--- config.mk ---
export PLATFORM = sky130hd
export DESIGN_NAME = ccs_sequencer
export DESIGN_NICKNAME = d
export VERILOG_FILES = /design/src/rtl/ccs_pkg.sv /design/src/rtl/ccs_sequencer.sv
export SDC_FILE = /design/constraint.sdc
export NUM_CORES = 1
export LEC_CHECK = 0
export BUFFER_PORTS_ARGS = -buffer_cell sky130_fd_sc_hd__buf_4
export CAP_MARGIN = 10
export CORE_UTILIZATION = 56
export CTS_BUF_LIST = sky130_fd_sc_hd__clkbuf_2 sky130_fd_sc_hd__clkbuf_4 sky130_fd_sc_hd__clkbuf_8
export DETAILED_ROUTE_END_ITERATION = 10
export GPL_ROUTABILITY_DRIVEN = 0
export PLACE_DENSITY_LB_ADDON = 0.08
export SLEW_MARGIN = 20
export SYNTH_ARGS = -nofsm -noshare
export SYNTH_HDL_FRONTEND = slang
export SYNTH_SLANG_ARGS = --single-unit
--- constraint.sdc ---
create_clock -name ref_clk_i -period 2.79 [get_ports ref_clk_i]
set_clock_uncertainty 0.05 [all_clocks]
set_input_delay 0.279 -clock ref_clk_i [delete_from_list [all_inputs] [get_ports ref_clk_i]]
set_output_delay 0.279 -clock ref_clk_i [all_outputs]
set_load 0.01 [all_outputs]
--- src/rtl/ccs_pkg.sv ---
/*
 Package of the frame-sequencing controller for a four-output full-frame image sensor.
 It holds the frame geometry, the gate timing counts and the sample tag types.
 It assumes that one 50 MHz clock runs every process that uses these constants.
*/
// What this block does
// - First 20 register samples are dummy
// - Vertical phases held low during integration
// - Row transfers on phase two fall, H1A high
// - Parallel split pulses transfer gate per line
// - Drain starts: phase two high, one low
// - Flush or dump gate only while two high
// - Dump row drained by the dump gate
// - Drain ends after two low plus settling
// - Pulse reset gate after each sample
package ccs_pkg;

    // =====================================================================
    // Frame geometry
    localparam int unsigned CCS_LEAD_DARK = 28;
    localparam int unsigned CCS_DUMMY = 20;
    localparam int unsigned CCS_BUFFER = 16;
    localparam int unsigned CCS_BLUE_COLS = 4;
    localparam int unsigned CCS_CTE_COLS = 2;
    localparam int unsigned CCS_TOP_DARK = 29;
    localparam int unsigned CCS_BOT_DARK = 26;
    localparam int unsigned CCS_ROWS = 6220;
    localparam int unsigned CCS_PIX_PER_OUT = 4152;

    // =====================================================================
    // Timing, in ns and as 20 ns clock counts
    localparam int unsigned CCS_CLK_NS = 20;
    localparam int unsigned CCS_PHASE_NS = 100;
    localparam int unsigned CCS_SETTLE_NS = 10000;
    localparam int unsigned CCS_PHASE_CYC = (CCS_PHASE_NS + CCS_CLK_NS - 1) / CCS_CLK_NS;
    localparam int unsigned CCS_SETTLE_CYC = (CCS_SETTLE_NS + CCS_CLK_NS - 1) / CCS_CLK_NS;
    localparam int unsigned CCS_CNT_W = 24;

    // Register reset values
    localparam logic [13:0] CCS_ZERO14 = 14'h0000;
    localparam logic [23:0] CCS_ZERO24 = 24'h00_0000;

    // =====================================================================
    // Types
    typedef enum logic [2:0] {
        CCS_TAG_DUMMY, CCS_TAG_DARK, CCS_TAG_CTE, CCS_TAG_BUFFER, CCS_TAG_ACTIVE
    } ccs_tag_e;

    typedef struct packed {
        logic [13:0] row;
        logic [13:0] col;
        ccs_tag_e tag;
        logic blue;
    } ccs_sample_s;

    typedef struct packed {
        logic vertical_phase_one;
        logic vertical_phase_two;
        logic horizontal_phase_one_a;
        logic last_horizontal_phase;
        logic horizontal_transfer_gate;
        logic pixel_flush_gate;
        logic row_dump_gate;
        logic output_reset_gate;
    } ccs_gates_s;

endpackage : ccs_pkg

--- src/rtl/ccs_sequencer.sv ---
/*
 Frame sequencer that drives the sensor gates and tags the sample stream.
 It assumes an analog front end that digitises on sample_strobe_o and a consumer
 that takes tags through a valid/ready handshake.
*/
`timescale 1ns/1ps
module ccs_sequencer (
    input wire logic ref_clk_i,
    input wire logic rst_n_i,
    input wire logic start_i,
    input wire logic parallel_split_i,
    input wire logic [ccs_pkg::CCS_CNT_W-1:0] integ_cycles_i,
    output ccs_pkg::ccs_gates_s gates_o,
    output logic sample_strobe_o,
    output logic busy_o,
    output logic frame_done_o,
    output logic tag_valid_o,
    input wire logic tag_ready_i,
    output ccs_pkg::ccs_sample_s tag_o
);
    import ccs_pkg::*;

    typedef enum logic [3:0] {
        ST_IDLE, ST_COLLECT, ST_FLUSH, ST_DUMP, ST_RELEASE, ST_SETTLE,
        ST_INTEG, ST_V1, ST_V2, ST_XFER, ST_HHIGH, ST_HLOW, ST_RESET
    } ccs_state_e;

    ccs_state_e state;
    ccs_state_e next_state;
    logic [CCS_CNT_W-1:0] timer;
    logic [13:0] row;
    logic [13:0] col;
    ccs_gates_s gates;
    ccs_sample_s tag_in;
    logic in_ready;
    logic [1:0] occ;
    ccs_sample_s buf_q [2];
    logic wr_ptr;
    logic rd_ptr;

    // =====================================================================
    // Region decode
    function automatic ccs_tag_e classify(input logic [13:0] r, input logic [13:0] c);
        if (c < 14'(CCS_DUMMY)) begin
            return CCS_TAG_DUMMY;
        end else if (c < 14'(CCS_DUMMY + CCS_CTE_COLS)) begin
            return CCS_TAG_CTE;
        end else if (c < 14'(CCS_DUMMY + CCS_CTE_COLS + CCS_LEAD_DARK)) begin
            return CCS_TAG_DARK;
        end else if (r < 14'(CCS_TOP_DARK) || r >= 14'(CCS_ROWS - CCS_BOT_DARK)) begin
            return CCS_TAG_DARK;
        end else if (c < 14'(CCS_DUMMY + CCS_CTE_COLS + CCS_LEAD_DARK + CCS_BUFFER)
                     || r < 14'(CCS_TOP_DARK + CCS_BUFFER)
                     || r >= 14'(CCS_ROWS - CCS_BOT_DARK - CCS_BUFFER)) begin
            return CCS_TAG_BUFFER;
        end
        return CCS_TAG_ACTIVE;
    endfunction : classify

    localparam logic [13:0] BUF_COL0 = 14'(CCS_DUMMY + CCS_CTE_COLS + CCS_LEAD_DARK);
    wire logic timer_done = (timer == CCS_ZERO24);
    wire logic last_col = (col == 14'(CCS_PIX_PER_OUT - 1));
    wire logic last_row = (row == 14'(CCS_ROWS - 1));
    // In parallel split the extra pass empties the B register after the last load
    wire logic rows_done = parallel_split_i ? (row == 14'(CCS_ROWS)) : last_row;

    // Tag for the pixel presented on the current last-phase fall
    assign tag_in.row = parallel_split_i ? 14'(row - 14'h0001) : row;
    assign tag_in.col = col; // col is per output, same on each half
    assign tag_in.tag = classify(tag_in.row, col);
    assign tag_in.blue = (col >= BUF_COL0) && (col < BUF_COL0 + 14'(CCS_BLUE_COLS));
    // First pass of parallel split only loads A, nothing to sample
    wire logic pass_valid = !(parallel_split_i && row == CCS_ZERO14);

    // =====================================================================
    // Next state
    always_comb begin
        next_state = state;
        unique case (state)
            ST_IDLE: if (start_i) next_state = ST_COLLECT;
            ST_COLLECT: if (timer_done) next_state = ST_FLUSH;
            ST_FLUSH: if (timer_done) next_state = ST_DUMP;
            ST_DUMP: if (timer_done) next_state = ST_RELEASE;
            ST_RELEASE: if (timer_done) next_state = ST_SETTLE;
            ST_SETTLE: if (timer_done) next_state = ST_INTEG;
            ST_INTEG: if (timer_done) next_state = ST_V1;
            ST_V1: if (timer_done) next_state = ST_V2;
            ST_V2: if (timer_done) next_state = parallel_split_i ? ST_XFER : ST_HHIGH;
            ST_XFER: if (timer_done) next_state = pass_valid ? ST_HHIGH : ST_V1;
            ST_HHIGH: if (timer_done && in_ready) next_state = ST_HLOW;
            ST_HLOW: if (timer_done) next_state = ST_RESET;
            ST_RESET: if (timer_done) begin
                if (!last_col) next_state = ST_HHIGH;
                else if (rows_done) next_state = ST_IDLE;
                else next_state = ST_V1;
            end
        endcase
    end

    // =====================================================================
    // Gate levels per state
    always_comb begin
        gates = '0;
        unique case (state)
            ST_COLLECT: gates.vertical_phase_two = 1'b1;
            ST_FLUSH: begin
                gates.vertical_phase_two = 1'b1;
                gates.pixel_flush_gate = 1'b1;
            end
            ST_DUMP: begin
                gates.vertical_phase_two = 1'b1;
                gates.row_dump_gate = 1'b1;
            end
            ST_INTEG: gates = '0;
            ST_V1: begin
                gates.vertical_phase_one = 1'b1;
                gates.horizontal_phase_one_a = 1'b1;
            end
            ST_V2: begin
                gates.vertical_phase_two = 1'b1;
                gates.horizontal_phase_one_a = 1'b1;
            end
            ST_XFER: begin
                gates.horizontal_transfer_gate = 1'b1;
                gates.horizontal_phase_one_a = 1'b1; // Still high at the phase two fall
            end
            ST_HHIGH: begin
                gates.horizontal_phase_one_a = 1'b1;
                gates.last_horizontal_phase = 1'b1;
            end
            ST_RESET: gates.output_reset_gate = 1'b1;
            default: gates = '0;
        endcase
    end

    // Sample on the last-phase fall, entering ST_HLOW
    wire logic fall = (state == ST_HHIGH) && timer_done && in_ready;

    // =====================================================================
    // Timer and counters
    always_ff @(posedge ref_clk_i or negedge rst_n_i) begin
        if (!rst_n_i) begin
            state <= ST_IDLE;
            timer <= CCS_ZERO24;
        end else begin
            state <= next_state;
            if (next_state != state) begin
                unique case (next_state)
                    ST_SETTLE: timer <= CCS_CNT_W'(CCS_SETTLE_CYC - 1);
                    ST_INTEG: timer <= integ_cycles_i;
                    default: timer <= CCS_CNT_W'(CCS_PHASE_CYC - 1);
                endcase
            end else if (!timer_done) begin
                timer <= timer - 24'h00_0001;
            end
        end
    end

    // Row and column counters
    always_ff @(posedge ref_clk_i or negedge rst_n_i) begin
        if (!rst_n_i) begin
            row <= CCS_ZERO14;
            col <= CCS_ZERO14;
        end else if (state == ST_IDLE) begin
            row <= CCS_ZERO14;
            col <= CCS_ZERO14;
        end else if (state == ST_RESET && timer_done) begin
            col <= last_col ? CCS_ZERO14 : col + 14'h0001;
            if (last_col) row <= row + 14'h0001;
        end else if (state == ST_XFER && timer_done && !pass_valid) begin
            row <= row + 14'h0001;
        end
    end

    // Registered gate and strobe outputs
    always_ff @(posedge ref_clk_i or negedge rst_n_i) begin
        if (!rst_n_i) begin
            gates_o <= '0;
            sample_strobe_o <= 1'b0;
            frame_done_o <= 1'b0;
        end else begin
            gates_o <= gates;
            // Strobe rises at the same edge at which gates_o drops the last phase
            sample_strobe_o <= (state == ST_HLOW) && gates_o.last_horizontal_phase;
            frame_done_o <= (state == ST_RESET) && timer_done && last_col && rows_done;
        end
    end

    assign busy_o = (state != ST_IDLE);

    // =====================================================================
    // Two-entry tag buffer; full buffer stalls the horizontal clock
    assign in_ready = (occ != 2'd2);
    assign tag_valid_o = (occ != 2'd0);
    assign tag_o = buf_q[rd_ptr];
    wire logic push = fall;
    wire logic pop = tag_valid_o && tag_ready_i;

    always_ff @(posedge ref_clk_i or negedge rst_n_i) begin
        if (!rst_n_i) begin
            occ <= 2'd0;
            wr_ptr <= 1'b0;
            rd_ptr <= 1'b0;
            buf_q[0] <= '0;
            buf_q[1] <= '0;
        end else begin
            if (push) begin
                buf_q[wr_ptr] <= tag_in;
                wr_ptr <= !wr_ptr;
            end
            if (pop) rd_ptr <= !rd_ptr;
            occ <= occ + 2'(push) - 2'(pop);
        end
    end

endmodule : ccs_sequencer

==> results by stage <==
GRT:
- The met2 layer usage reported by global route is 48.9%.
- The overall overflow remaining after global route is 0.
- The first global-routing pass estimated 30.3 mm of wire.
- Global routing consumed, over all layers together, 28.8% of the routing resources.
- The number of antenna violations at the first check in global routing is 0.
- The met1 demand-to-capacity share in global routing is 36.6%.
- The via count of the first global-routing pass is 6,425.
- In this run the most used layer during global routing was met2.
- The met3 layer usage reported by global route is 6.18%.
- The maximum number of pins on one net before global-route repair is 51.

Worst setup path:
- The worst setup path is of the reg2reg kind.
- The type of origin of the critical path is a flip-flop.
- The data arrival time of the critical path is 3.14 ns.
- The critical path capture point type is a flip-flop.
- The maximum fanout along the worst path is 8.
- Data on the critical path is required at its endpoint by 3.07 ns.

Yosys:
- The netlist area before placement is 7360 µm².
- In the synthesized netlist the async set-or-reset flop fraction comes to 100%.
- After Yosys synthesis, full adders, half adders and majority gates account for 1.02% of the synthesized area.
- After synthesis, the largest family of logic cells by area is simple AND/OR/NAND/NOR gates.
- The synthesized netlist devotes 14.1% of its cell area to compound gates.
- The post-synthesis register bit count is 134.
- The simple-gate share of the synthesized area is 22.5%.
- Of the post-synthesis cell area, the part taken by muxes is 7.31%.
- The number of nets in the synthesized netlist is 841.
- The mean instance size in the synthesized netlist is 9.13 µm².
- Summed over its instances, the top area cell type makes up 45.6% of the synthesized netlist area.
- The largest total area in the synthesized netlist belongs to dfrtp_1.
- By area the synthesized netlist is led by dfrtp_1, mux2_2, nand2_1.
- The sequential fraction of the synthesis area is 45.6%.
- The synthesized design contains 0 enable-type register cells.
- For this run, the number of Yosys warnings is 0.
- After Yosys synthesis, XOR and XNOR cells account for 5.60% of the synthesized area.
- The most used flip-flop cell after synthesis is dfrtp_1.
- The count of cell types in the netlist is 68.
- The count of mapped cells out of synthesis is 806.

Clock tree:
- For the worst-skew pair, the clock arrives at the later sink with an insertion delay of 0.45 ns.
- The number of H-tree branching levels is 4.
- TritonCTS created 17 clock buffers.
- The root cell of the clock tree is clkbuf_8.
- TritonCTS built the clock tree.
- The clock edge transition at the registers on the reported setup and hold paths is 0.07 ns.
- Clock tree synthesis found a total of 134 sinks.
- The maximum clock path buffer count is 2.

Power:
- Power spread over the standard cell area amounts to 473 nW/µm².
- The overall power of the completed layout is 4.52 mW.
- In this run the static leakage power is 4.39 nW.
- The maximum ir drop on the vdd rail is 0.325 mV.

Layout:
- The commonest non-fill, non-tap cell in the layout is buf_4.
- The total of fill cells in the finished design is 939.
- The relative area change from synthesis to final layout is 30.0%.
- At the end of the flow, the number of nets in the layout was 994.
- The fraction of the core area covered by cells at the end of the flow is 75.2%.
- The number of antenna cells inserted is 0.
- The library cells used most frequently in the layout, excluding fill and tap cells, are buf_4, nand2_1, dfrtp_1, o21ai_0, nor2_1.
- The fraction of layout cells with a size suffix above 1 is 31.7%.
- The filler-free cell count of the finished design is 1,144.

Min path:
- The class of the tightest hold or removal check is in2reg.

Timing:
- The fmax is 350 MHz.
- The total setup violations reported at the end of the flow is 7.
- For the final routed database, the setup TNS stands at -0.379 ns.
- The hold violation count in the final report is 0.
- After layout, the worst setup slack is -0.0643 ns.
- Headroom to the max-slew limit came out at 56.7%.
- The time the worst path needs with I/O delays and setup is 2.85 ns.
- Setup repair after global routing could not meet its margin everywhere.
- The post-route fraction of the period consumed by the critical path is 102%.
- The worst-case hold slack is 0.0391 ns.
- The max-slew violation total from the final report is 0.
- At the pin with the least slew margin, the transition time is 0.649 ns.

Floorplanning:
- The overall die height is 117 µm.
- The die outline area is 13,600 µm².
- The boundary pin count is 73.
- Measured along the x axis, the die boundary spans 117 µm.
- The number of standard-cell rows in the floorplan is 41.
- The initial utilization of the core area, before any placement, comes to 57.8%.
- The total area inside the core boundary comes to 12,700 µm².

Outcome:
- The flow ran to the end, but the final reports show violations.
- The checks that failed: negative setup slack.

Drt:
- The pre-antenna-repair detailed-routing pass consisted of 5 iterations.
- Once detail routing completed, the nets flagged for antenna violations numbered 0.
- Detailed routing inserted a total of 6,662 vias.
- The DRC violations left is 0.
- The initial DRC count is 427.
- After detailed routing, the average wire length per cell comes to 16.8 µm.
- After detailed routing, the total wire length is 19.2 mm.
- The average vias per placed instance is 5.82.

Place:
- The HPWL after detailed placement is 13.0 mm.
- The number of cells in the design after placement is 1,086.
- Buffers placed on the I/O ports in this run total 72.

Run:
- Across the run, the number of max-cap violations was 0.
[repair_timing]
item / CTS / global route
hold buffers: 12 / 3
gates cloned: 0 / 1
endpoints found under the hold margin: 52 / 3
setup buffers: 7 / 3
resized for setup: 15 / 28
setup endpoints to repair: 64 / 67
pin swaps: 7 / 7
[area by class of cell]
type                       instances  area (µm²)  share of cell area (%)
clock buffer                      17         234                    2.45
clock inverter                    15         154                    1.61
tap                              172         215                    2.25
inverter                          12        45.0                   0.471
multi-input combinational        603        4000                    41.8
sequential                       134        3350                    35.1
timing repair buffer             191        1570                    16.4
[per-stage QoR]
stage | area [µm²] | setup slack, ns
floorplan | 7400 | -0.192
finish | 9560 | -0.0643
global placement | 8670 | -0.0901
CTS | 9300 | -0.0654
detailed placement | 8670 | -0.152
global route | 9560 | -0.154
[worst max-delay path, cell delays in order, from the launching register on]
cell       delay, ns
dfrtp_1         0.41
or4_4           0.57
nor4b_4         0.24
nor2b_4         0.20
buf_6           0.14
and3_4          0.18
a2bb2oi_2       0.15
nand3_2         0.12
and3b_2         0.28
clkbuf_16       0.18
a22o_1          0.22
[cell usage after synthesis, drive strengths merged, types with 3 or more instances]
library cell  instances
nand2               137
dfrtp               134
o21ai                71
nor2                 60
mux2                 46
clkbuf               45
a21oi                30
xnor2                28
nor3                 27
xor2                 19
nor4                 15
nand2b               14
nand3                14
o2bb2ai              14
buf                  12
inv                  12
and3                 11
or3                  11
nor2b                 9
or4                   8
a22o                  7
nor3b                 7
or2                   7
ha                    6
nand4                 6
o22ai                 6
o31ai                 5
and2                  4
a211oi                3
[where the power goes]
part	internal, mW	total [mW]	switching, mW
clock network	0.794	1.59	0.799
registers	2.05	2.16	0.112
logic	0.410	0.768	0.358
total	3.25	4.52	1.27
[per-layer routing]
| metal | wire length (µm) | part of all wire (%) |
|---|---|---|
| met1 | 8220 | 43 |
| met2 | 9680 | 50 |
| met3 | 890 | 4.6 |
| met4 | 390 | 2.0 |
| met5 | 0 | 0 |
[sequential cells by signal (all words and copies together) (netlist names)]
| register | count |
|---|---|
| col | 14 |
| state | 4 |
| occ | 2 |
| frame_done_o | 1 |
| row | 14 |
| sample_strobe_o | 1 |
| buf_q | 64 |
| gates_o | 8 |
| wr_ptr | 1 |
| timer | 24 |
| rd_ptr | 1 |
[final timing paths]
check,start,endpoint,slack [ns],depth (start not counted)
max,timer[19]$_DFFE_PN0P_,timer[3]$_DFFE_PN0P_,-0.06,10
min,integ_cycles_i[21],timer[21]$_DFFE_PN0P_,0.04,2
max reg2reg,timer[19]$_DFFE_PN0P_,timer[3]$_DFFE_PN0P_,-0.06,10
min reg2reg,buf_q[38]$_DFFE_PN0P_,buf_q[38]$_DFFE_PN0P_,0.42,2
max in group asynchronous,rst_n_i,buf_q[28]$_DFFE_PN0P_,1.70,3
min in group asynchronous,rst_n_i,timer[8]$_DFFE_PN0P_,0.31,2
[logic make-up after synthesis]
kind of cell	Yosys count
and+or+nand+nor	338
buffers and inverters	69
muxes	48
xor gates and xnor gates	47
adders and majority gates	6
AOI/OAI and AO/OA	164
DFF	134
(Power assumes the default switching activity.)
